### src/include/sbp_pkg.sv
`default_nettype none
package sbp_pkg;
  // register offsets (indices; byte address is four times the index)
  localparam logic [2:0] OFF_CONTROL_A = 3'h0;
  localparam logic [2:0] OFF_CONTROL_B = 3'h1;
  localparam logic [2:0] OFF_IRQ_ENABLE = 3'h2;
  localparam logic [2:0] OFF_IRQ_FLAGS = 3'h3;
  localparam logic [2:0] OFF_DATA_PORT = 3'h4;
  // control_a fields
  localparam int CA_ENABLE = 0;
  localparam int CA_SPEED_DOUBLE = 4;
  localparam int CA_CONTROLLER = 5;
  localparam int CA_BIT_ORDER = 6;
  // control_b fields
  localparam int CB_MODE_LO = 0;
  localparam int CB_SELECT_IGNORE = 2;
  localparam int CB_WAIT_RX = 6;
  localparam int CB_BUFFER_EN = 7;
  // irq_enable fields
  localparam int IE_TRANSFER = 0;
  localparam int IE_SELECT = 4;
  localparam int IE_EMPTY = 5;
  localparam int IE_TXC = 6;
  localparam int IE_RXC = 7;
  // irq flag fields (normal / buffered views)
  localparam int FN_TRANSFER = 7;
  localparam int FN_COLLISION = 6;
  localparam int FB_OVERFLOW = 0;
  localparam int FB_SELECT = 4;
  localparam int FB_EMPTY = 5;
  localparam int FB_TXC = 6;
  localparam int FB_RXC = 7;
  // reset values and writable masks
  localparam logic [7:0] RST_CONTROL_A = 8'h00;
  localparam logic [7:0] RST_CONTROL_B = 8'h00;
  localparam logic [7:0] RST_IRQ_ENABLE = 8'h00;
  localparam logic [7:0] MASK_CONTROL_A = 8'h77;
  localparam logic [7:0] MASK_CONTROL_B = 8'hC7;
  localparam logic [7:0] MASK_IRQ_ENABLE = 8'hF1;
  // transfer modes
  typedef enum logic [1:0] {
    SBP_MODE0 = 2'h0,
    SBP_MODE1 = 2'h1,
    SBP_MODE2 = 2'h2,
    SBP_MODE3 = 2'h3
  } sbp_mode_t;
  localparam logic [2:0] BITS_LAST = 3'h7;
endpackage : sbp_pkg
`default_nettype wire

### src/hdl/sbp_sync.sv
`timescale 1ns/100ps
`default_nettype none
// two-stage synchroniser for one pin level
module sbp_sync #(
  parameter logic RESET_LEVEL = 1'b1
) (
  // clock
  input wire logic clk,
  input wire logic reset_n,
  input wire logic ce,
  // level
  input wire logic pin,
  output logic level
);
  typedef struct packed {
    logic s1;
    logic s2;
  } sbp_sync_t;
  sbp_sync_t st;
  sbp_sync_t next_st;

  // first stage feeds only the second
  always_comb begin
    next_st = st;
    if (ce) begin
      next_st.s1 = pin;
      next_st.s2 = st.s1;
    end
  end

  // register; reset level is the pin's idle level so no false edge follows
  always_ff @(posedge clk) begin
    if (!reset_n) begin
      st <= '{s1: RESET_LEVEL, s2: RESET_LEVEL};
    end else begin
      st <= next_st;
    end
  end

  assign level = st.s2;
endmodule : sbp_sync
`default_nettype wire

### src/hdl/sbp_rx_fifo.sv
`timescale 1ns/100ps
`default_nettype none
// two-entry receive queue with overflow report
module sbp_rx_fifo (
  // clock
  input wire logic clk,
  input wire logic reset_n,
  input wire logic ce,
  // control
  input wire logic flush,
  input wire logic push,
  input wire logic [7:0] push_data,
  input wire logic pop,
  // status
  output logic [7:0] head,
  output logic not_empty,
  output logic overflow
);
  typedef struct packed {
    logic [1:0][7:0] mem;
    logic [1:0] count;
  } sbp_fifo_t;
  sbp_fifo_t st;
  sbp_fifo_t next_st;
  logic do_pop;

  // pop shifts entry 1 down; push appends at count
  always_comb begin
    next_st = st;
    do_pop = pop && (st.count != 2'h0);
    overflow = 1'b0;
    if (ce) begin
      if (flush) begin
        next_st.count = 2'h0;
      end else begin
        if (do_pop) begin
          next_st.mem[0] = st.mem[1];
          next_st.count = st.count - 2'h1;
        end
        if (push) begin
          if (next_st.count == 2'h2) begin
            overflow = 1'b1;
          end else begin
            next_st.mem[next_st.count[0]] = push_data;
            next_st.count = next_st.count + 2'h1;
          end
        end
      end
    end
  end

  always_ff @(posedge clk) begin
    if (!reset_n) begin
      st <= '0;
    end else begin
      st <= next_st;
    end
  end

  assign head = st.mem[0];
  assign not_empty = (st.count != 2'h0);
endmodule : sbp_rx_fifo
`default_nettype wire

### src/hdl/sbp_port.sv
// Overview of operation
// - buffer enable adds buffers and flags
// - wait bit 0: first byte is dummy
// - wait bit 0: writes go to holding buffer
// - write while buffer full is dropped
// - empty flag drops on write, rises on copy
// - receive flag one cycle after empty rises
// - transfer-complete one cycle after receive flag
// - wait bit 1: select high write loads shifter
// - select, data in and clock always inputs
// - data out driven only while selected
// - select rise resets the shifter at once
// - four phase/polarity modes, opposite edges
// - mode encoding and idle clock level
// - clock exported as synchronous level event
// - one interrupt from mode dependent sources
// - request holds while flag and enable set
// - bit order: 0 MSB first, 1 LSB first
// - select low in controller mode drops it
// - any accepted buffered data write clears empty flag
// - overflow on third byte, read clears
// - receive flag follows unread bytes
`timescale 1ns/100ps
`default_nettype none
module sbp_port (
  // clock and reset
  input wire logic clk,
  input wire logic reset_n,
  input wire logic clk_en,
  // apb slave
  input wire logic psel,
  input wire logic penable,
  input wire logic pwrite,
  input wire logic [31:0] paddr,
  input wire logic [31:0] pwdata,
  output logic [31:0] prdata,
  output logic pready,
  output logic pslverr,
  // serial pins
  input wire logic sck_in,
  input wire logic mosi_in,
  input wire logic ss_n_in,
  input wire logic miso_dir_out,
  output logic miso_out,
  output logic miso_oe,
  // event and interrupt
  output logic sck_event,
  output logic irq
);
  typedef struct packed {
    logic [7:0] control_a;
    logic [7:0] control_b;
    logic [7:0] irq_enable;
    logic flag_transfer;
    logic flag_collision;
    logic flag_select;
    logic flag_empty;
    logic flag_txc;
    logic flag_overflow;
    logic rxc_pend;
    logic txc_pend;
    logic holding_full;
    logic [7:0] holding;
    logic [7:0] shifter;
    logic [7:0] rx_shift;
    logic [7:0] normal_rx;
    logic [2:0] bit_cnt;
    logic busy;
    logic load_pend;
    logic sent_data;
    logic sck_q;
    logic ss_q;
    logic [31:0] prdata;
    logic pready;
    logic pslverr;
    logic miso;
    logic miso_oe;
    logic sck_event;
    logic irq;
  } sbp_state_t;
  sbp_state_t st;
  sbp_state_t next_st;

  logic sck_s;
  logic mosi_s;
  logic ss_s;
  logic [7:0] fifo_head;
  logic fifo_ne;
  logic fifo_ovf;
  logic fifo_push;
  logic fifo_pop;
  logic [7:0] fifo_data;

  ////////////////////////////////////////////////////////////////////////////
  // pin synchronisers: pins are inputs in every mode
  sbp_sync #(.RESET_LEVEL(1'b0)) u_sync_sck (.clk(clk), .reset_n(reset_n), .ce(clk_en),
    .pin(sck_in), .level(sck_s));
  sbp_sync u_sync_mosi (.clk(clk), .reset_n(reset_n), .ce(clk_en), .pin(mosi_in),
    .level(mosi_s));
  sbp_sync u_sync_ss (.clk(clk), .reset_n(reset_n), .ce(clk_en), .pin(ss_n_in),
    .level(ss_s));

  ////////////////////////////////////////////////////////////////////////////
  // receive queue used in buffered operation
  sbp_rx_fifo u_fifo (
    .clk(clk),
    .reset_n(reset_n),
    .ce(clk_en),
    .flush(!st.control_b[sbp_pkg::CB_BUFFER_EN]),
    .push(fifo_push),
    .push_data(fifo_data),
    .pop(fifo_pop),
    .head(fifo_head),
    .not_empty(fifo_ne),
    .overflow(fifo_ovf)
  );

  ////////////////////////////////////////////////////////////////////////////
  // next-state logic
  always_comb begin
    logic buffered;
    logic enabled;
    logic slave;
    logic lsb_first;
    logic [1:0] mode;
    logic cpha;
    logic sck_rise;
    logic sck_fall;
    logic lead;
    logic trail;
    logic sample_edge;
    logic setup_edge;
    logic access;
    logic wr;
    logic rd;
    logic [2:0] idx;
    logic [7:0] wb;
    logic [7:0] rx_next;
    logic done;
    logic [7:0] flags_view;
    buffered = st.control_b[sbp_pkg::CB_BUFFER_EN];
    enabled = st.control_a[sbp_pkg::CA_ENABLE];
    slave = !st.control_a[sbp_pkg::CA_CONTROLLER];
    lsb_first = st.control_a[sbp_pkg::CA_BIT_ORDER];
    mode = st.control_b[sbp_pkg::CB_MODE_LO +: 2];
    cpha = mode[0];
    sck_rise = sck_s && !st.sck_q;
    sck_fall = !sck_s && st.sck_q;
    // leading edge rises for modes 0/1, falls for modes 2/3
    lead = mode[1] ? sck_fall : sck_rise;
    trail = mode[1] ? sck_rise : sck_fall;
    sample_edge = cpha ? trail : lead;
    setup_edge = cpha ? lead : trail;
    access = psel && penable;
    wr = access && pwrite;
    rd = access && !pwrite;
    idx = (paddr[31:5] != 27'h0) ? 3'h7 : paddr[4:2]; // high address bits map nowhere
    wb = pwdata[7:0];
    rx_next = lsb_first ? {mosi_s, st.rx_shift[7:1]} : {st.rx_shift[6:0], mosi_s};
    done = 1'b0;
    fifo_push = 1'b0;
    fifo_pop = 1'b0;
    fifo_data = st.rx_shift;
    flags_view = buffered ?
      {fifo_ne, st.flag_txc, st.flag_empty, st.flag_select, 3'h0,
       st.flag_overflow} :
      {st.flag_transfer, st.flag_collision, 6'h00};
    next_st = st;
    if (clk_en) begin
      next_st.sck_q = sck_s;
      next_st.ss_q = ss_s;
      next_st.rxc_pend = 1'b0;
      next_st.txc_pend = 1'b0;
      // apb: zero-wait answer, unmapped offsets error
      next_st.pready = psel && !penable;
      next_st.pslverr = psel && !penable && (idx > 3'h4);
      if (psel && !penable) begin
        unique case (idx)
          sbp_pkg::OFF_CONTROL_A: next_st.prdata = {24'h0, st.control_a};
          sbp_pkg::OFF_CONTROL_B: next_st.prdata = {24'h0, st.control_b};
          sbp_pkg::OFF_IRQ_ENABLE: next_st.prdata = {24'h0, st.irq_enable};
          sbp_pkg::OFF_IRQ_FLAGS: next_st.prdata = {24'h0, flags_view};
          sbp_pkg::OFF_DATA_PORT: next_st.prdata = {24'h0, buffered ? fifo_head : st.normal_rx};
          default: next_st.prdata = 32'h0000_0000;
        endcase
      end
      // delayed flag chain; byte is queued a cycle after the empty flag rises
      if (st.rxc_pend) begin
        next_st.txc_pend = !st.holding_full && !st.sent_data;
        fifo_push = 1'b1;
      end
      if (st.txc_pend) begin
        next_st.flag_txc = 1'b1;
      end
      // slave shifter
      if (enabled && slave) begin
        if (ss_s) begin
          next_st.busy = 1'b0;
          next_st.bit_cnt = 3'h0;
          if (st.load_pend) begin
            next_st.shifter = st.holding;
            next_st.load_pend = 1'b0;
            next_st.holding_full = 1'b0;
            next_st.flag_empty = 1'b1;
          end
        end else begin
          if (st.ss_q && !cpha) begin
            next_st.miso = lsb_first ? st.shifter[0] : st.shifter[7];
          end
          if (setup_edge && (st.busy || cpha)) begin
            next_st.miso = lsb_first ? st.shifter[0] : st.shifter[7];
          end
          if (sample_edge) begin
            next_st.busy = 1'b1;
            next_st.rx_shift = rx_next;
            next_st.shifter = lsb_first ? {1'b0, st.shifter[7:1]} : {st.shifter[6:0], 1'b0};
            next_st.bit_cnt = st.bit_cnt + 3'h1;
            if (st.bit_cnt == sbp_pkg::BITS_LAST) begin
              done = 1'b1;
              next_st.busy = 1'b0;
            end
          end
        end
      end
      if (done) begin
        if (buffered) begin
          if (st.holding_full) begin
            next_st.shifter = st.holding;
            next_st.holding_full = 1'b0;
            next_st.flag_empty = 1'b1;
            next_st.sent_data = 1'b1;
          end else begin
            next_st.shifter = rx_next;
            next_st.sent_data = 1'b0;
          end
          next_st.rxc_pend = 1'b1;
        end else begin
          next_st.normal_rx = rx_next;
          next_st.shifter = rx_next;
          next_st.flag_transfer = 1'b1;
        end
      end
      if (fifo_ovf) begin
        next_st.flag_overflow = 1'b1;
      end
      // register writes; flag sets above win over clears here
      if (wr) begin
        unique case (idx)
          sbp_pkg::OFF_CONTROL_A: next_st.control_a = wb & sbp_pkg::MASK_CONTROL_A;
          sbp_pkg::OFF_CONTROL_B: next_st.control_b = wb & sbp_pkg::MASK_CONTROL_B;
          sbp_pkg::OFF_IRQ_ENABLE: next_st.irq_enable = wb & sbp_pkg::MASK_IRQ_ENABLE;
          sbp_pkg::OFF_IRQ_FLAGS: begin
            if (buffered) begin
              if (wb[sbp_pkg::FB_TXC] && !st.txc_pend) next_st.flag_txc = 1'b0;
              if (wb[sbp_pkg::FB_SELECT]) next_st.flag_select = 1'b0;
              if (wb[sbp_pkg::FB_OVERFLOW] && !fifo_ovf) next_st.flag_overflow = 1'b0;
              if (wb[sbp_pkg::FB_RXC]) fifo_pop = 1'b1;
            end else begin
              if (wb[sbp_pkg::FN_TRANSFER] && !done) next_st.flag_transfer = 1'b0;
              if (wb[sbp_pkg::FN_COLLISION]) next_st.flag_collision = 1'b0;
            end
          end
          sbp_pkg::OFF_DATA_PORT: begin
            if (buffered) begin
              if (st.holding_full && !st.flag_empty) begin
                next_st.holding = st.holding;
              end else if (st.control_b[sbp_pkg::CB_WAIT_RX] && ss_s && !st.load_pend &&
                           !st.sent_data && !st.holding_full) begin
                next_st.holding = wb;
                next_st.holding_full = 1'b1;
                next_st.load_pend = 1'b1;
                next_st.flag_empty = 1'b0;
              end else begin
                next_st.holding = wb;
                next_st.holding_full = 1'b1;
                next_st.flag_empty = 1'b0;
              end
            end else if (st.busy || !ss_s && slave) begin
              next_st.flag_collision = 1'b1;
            end else begin
              next_st.shifter = wb;
            end
          end
          default: next_st.holding = st.holding;
        endcase
      end
      if (rd && idx == sbp_pkg::OFF_DATA_PORT) begin
        if (buffered) begin
          fifo_pop = 1'b1;
          if (!fifo_ovf) next_st.flag_overflow = 1'b0;
        end
        if (!buffered && !done) next_st.flag_transfer = 1'b0;
      end
      // select taken by another master; after the writes so the set wins
      if (!slave && enabled && !st.control_b[sbp_pkg::CB_SELECT_IGNORE] && !ss_s) begin
        next_st.control_a[sbp_pkg::CA_CONTROLLER] = 1'b0;
        next_st.flag_transfer = 1'b1;
        next_st.flag_select = 1'b1;
      end
      // normal operation keeps the holding buffer idle
      if (!buffered) begin
        next_st.holding_full = 1'b0;
        next_st.load_pend = 1'b0;
      end
      // miso drive only while selected and pin direction is output
      next_st.miso_oe = enabled && slave && !ss_s && miso_dir_out;
      next_st.sck_event = sck_s;
      // interrupt request
      next_st.irq = buffered ?
        |(next_st.irq_enable[7:4] & {fifo_ne | fifo_push, next_st.flag_txc,
          next_st.flag_empty, next_st.flag_select}) :
        next_st.irq_enable[sbp_pkg::IE_TRANSFER] &
          (next_st.flag_transfer | next_st.flag_collision);
    end
  end

  ////////////////////////////////////////////////////////////////////////////
  // state register
  always_ff @(posedge clk) begin
    if (!reset_n) begin
      st <= '0;
      st.control_a <= sbp_pkg::RST_CONTROL_A;
      st.control_b <= sbp_pkg::RST_CONTROL_B;
      st.irq_enable <= sbp_pkg::RST_IRQ_ENABLE;
      st.sck_q <= 1'b0;
      st.ss_q <= 1'b1;
    end else begin
      st <= next_st;
    end
  end

  ////////////////////////////////////////////////////////////////////////////
  // outputs straight from state
  assign prdata = st.prdata;
  assign pready = st.pready;
  assign pslverr = st.pslverr;
  assign miso_out = st.miso;
  assign miso_oe = st.miso_oe;
  assign sck_event = st.sck_event;
  assign irq = st.irq;
endmodule : sbp_port
`default_nettype wire

### config.mk
export PLATFORM = sky130hd
export DESIGN_NAME = sbp_port
export DESIGN_NICKNAME = d
export VERILOG_FILES = /design/src/include/sbp_pkg.sv /design/src/hdl/sbp_sync.sv /design/src/hdl/sbp_rx_fifo.sv /design/src/hdl/sbp_port.sv
export SDC_FILE = /design/constraint.sdc
export NUM_CORES = 1
export LEC_CHECK = 0
export ABC_AREA = 1
export BUFFER_PORTS_ARGS = -buffer_cell sky130_fd_sc_hd__clkbuf_2
export CAP_MARGIN = 20
export CELL_PAD_IN_SITES_DETAIL_PLACEMENT = 2
export CELL_PAD_IN_SITES_GLOBAL_PLACEMENT = 2
export CORE_MARGIN = 2
export CORE_UTILIZATION = 31
export CTS_BUF_LIST = sky130_fd_sc_hd__clkbuf_4
export DETAILED_ROUTE_END_ITERATION = 10
export GPL_TIMING_DRIVEN = 0
export PLACE_DENSITY = 0.85
export SYNTH_ARGS = -nofsm -noshare
export SYNTH_HDL_FRONTEND = slang
export SYNTH_SLANG_ARGS = --single-unit
export TNS_END_PERCENT = 50
### constraint.sdc
create_clock -name clk -period 3.1 [get_ports clk]
set_input_delay 0.155 -clock clk [delete_from_list [all_inputs] [get_ports clk]]
set_output_delay 0.155 -clock clk [all_outputs]
set_load 0.05 [all_outputs]
==> flow_summary.ini <==
[drt]
post-route-drc-count = 0
ant_nets = 0
routed_via_density = 5.347
totalWireLength_um = 24360
vias = 6454
wire_per_inst_um = 20.18
first_pass_iters = 4
first_iter_violations = 471

[timing]
tightest_slew_ns = 0.9236
rsz0062_at_grt = false
report.final.slew_viol_count = 0
finalCritPeriodShare_pct = 89.87
skew_ns = 0.02482
whs_ns = 0.01236
period_needed_ns = 2.786
tns_ns = 0
fin_ws_ns = 0.3139
hold_violations = 0
setup_violations = 0
max_freq_mhz = 358.9
relSlewSlack_pct = 38.43

[hold_path]
worstHoldPathType = in -> reg
whs_path_depth = 5
hold_path.startpoint = psel

[yosys]
ys_seq_elements = 102
async_flop_share_pct = 0
avgSynthCellArea_um2 = 6.577
synth_area_leaders = dfxtp_1, nand2_1, o21ai_0
yosys.area.top_type_share_pct = 35.93
seq_area_frac_synth_pct = 35.93
yosysWarnings = 0
synth_edf_count = 0
ys_top_cells_by_count = nand2_1, o21ai_0, a21oi_1
syn-cell-area_um2 = 5683
synth.most_common_cell = nand2_1
yosysUniqueCellTypes = 41
synth_cells = 864
synth_top_cell_by_area = dfxtp_1
ys.flop_type = dfxtp_1

[pwr]
peakVddDrop_mv = 0.1608
p_leak_nw = 2.835
power.density_nw_per_um2 = 379.2
finalPower_w = 0.002530

[critical_path]
path_cells = inv_1, ha_1, nor2_4, nand2_1, nand2_2, nand2_2, buf_6, inv_1, ha_1, nor2_4, clkbuf_2, nand4_1, a21oi_1
arrival_ns = 3.25
cp-start-kind = flop
crit_path_max_fanout = 10
endpoint_kind = flop
worst_ep_required_time_ns = 3.57
reg2regPathDepth = 13
cp-startpoint = u_fifo.st[0]$_SDFFE_PN0P_
crit_slowest_cell = dfxtp_1
slowest_delay_ns = 0.37
r2r_start = u_fifo.st[0]$_SDFFE_PN0P_
criticalPathCategory = reg -> reg

[floorplanning]
core.rowCount = 49
die_h_um = 139.4
initial_core_util_pct = 31.64
fp.dieArea_um2 = 19430
io_pins = 112
die-width_um = 139.4
core_area_um2 = 17960

[placement]
place.detailed.hpwl_um = 18050
portBuffers = 61
dp_slack_ns = -0.5966
finalWeightedCongestion = 0.8476

[clock_network]
root_buffer = clkbuf_4
cts.sinks = 102
htree_levels = 3
clock_latency_ns = 0.54
clkTransAtPathRegs_ns = 0.17
clk_path_buf_depth = 2
numCtsBuffers = 9
cts_tree = built

[grt]
grt_max_degree = 17
grt_pass1_wl_um = 38090
grt.total_usage_pct = 25.20
overflow = 0
grt_pass1_vias = 6708
antenna_found_initial = 1

[run]
maxCapViolCount = 0

[layout]
finish.utilization_pct = 37.14
area_delta_synth_final_pct = 17.39
layout-drive-gt1-share_pct = 13.61
nets = 1051

[status]
outcome = complete, no violations
critical path, delay by kind of cell (launching register included):
kind / cells / cell delay, ns
and+or+nand+nor: 6 / 0.98
AOI/OAI and AO/OA: 1 / 0.18
adders and majority gates: 2 / 0.53
buffers and inverters: 4 / 0.65
DFF: 1 / 0.37
routing by layer:
metal	GRT usage, %	vias to the layer above	wire length, µm
met2	43.03	131	11750
met3	2.891	45	885
met4	10.10	0	679
met5	0	-	0
met1	32.46	3241	11050
li1	-	3037	-
cell type report:
type,instances,area [µm²]
tap,229,286.5
inverter,91,341.6
clock buffer,11,82.58
buffer,72,410.4
sequential,102,2042
fill,2230,11290
multi-input combinational,622,2989
clock inverter,5,83.83
timing repair buffer,74,432.9
antenna,1,2.502
power by group:
group	switching (W)	internal [W]	total (W)	leakage (nW)
registers	0.0000122	0.00133	0.00134	0.826
logic	0.000220	0.0000909	0.000311	1.93
clock network	0.000532	0.000346	0.000877	0.0833
total	0.000764	0.00177	0.00253	2.84
stage by stage:
step                area [µm²]  cells
detailed placement        6361   1177
global placement          6361   1177
floorplan                 5769    887
finish                    6671   1207
CTS                       6660   1205
global route              6671   1207
sequential cells by signal, summed over array words and instances, names as in the netlist:
register / cells
u_sync_mosi.level: 1
u_fifo.st: 10
miso_out: 1
u_sync_sck.st: 1
irq: 1
prdata: 8
st: 56
miso_oe: 1
pready: 1
sck_event: 1
pslverr: 1
u_sync_sck.level: 1
fifo_data: 8
u_sync_ss.st: 1
u_sync_mosi.st: 1
u_sync_ss.level: 1
u_fifo.head: 8
logic make-up (layout without fill, tap and decap cells):
logic type / Yosys count / after routing / share of synthesized area [%]
AND/OR/NAND/NOR: 331 / 331 / 25.41
AO/OA/AOI/OAI: 262 / 262 / 24.28
adder cells (fa/ha/maj): 5 / 5 / 1.101
buffers and inverters: 163 / 253 / 13.21
other: 1 / 25 / 0.06599
flip-flops: 102 / 102 / 35.93
placed cells by master, fill, tap and decap left out, drive strengths merged, types with 2 or more instances in the layout:
master / synthesis / layout
buf: 40 / 41
clkbuf: 32 / 104
nand2: 189 / 189
inv: 90 / 90
clkinv: 1 / 2
o211ai: 9 / 9
dlygate4sd3: 0 / 12
o221ai: 2 / 2
nor2: 64 / 64
o21ai: 124 / 124
nor3: 9 / 9
clkinvlp: 0 / 2
dfxtp: 102 / 102
a22oi: 2 / 2
nand3: 46 / 46
ha: 5 / 5
bufinv: 0 / 2
a211oi: 2 / 2
conb: 1 / 24
nand4: 21 / 21
a21oi: 114 / 114
path summary, 6_finish.rpt:
kind / to / slack, ns
worst min register to register: prdata[4]$_SDFFE_PN0P_ / 0.48
worst max register to register: u_fifo.st[17]$_SDFFE_PN0P_ / 0.31
worst min-delay path: pslverr$_SDFFE_PN0P_ / 0.01
worst max-delay path: u_fifo.st[17]$_SDFFE_PN0P_ / 0.31
repair_timing:
action,CTS,global route
resized for setup,3,2
pin swaps,0,1
hold buffers,12,0
hold endpoints to repair,17,0
setup buffers,0,1
endpoints found under the setup margin,16,13
No activity file was read; power rests on OpenSTA's default activity.
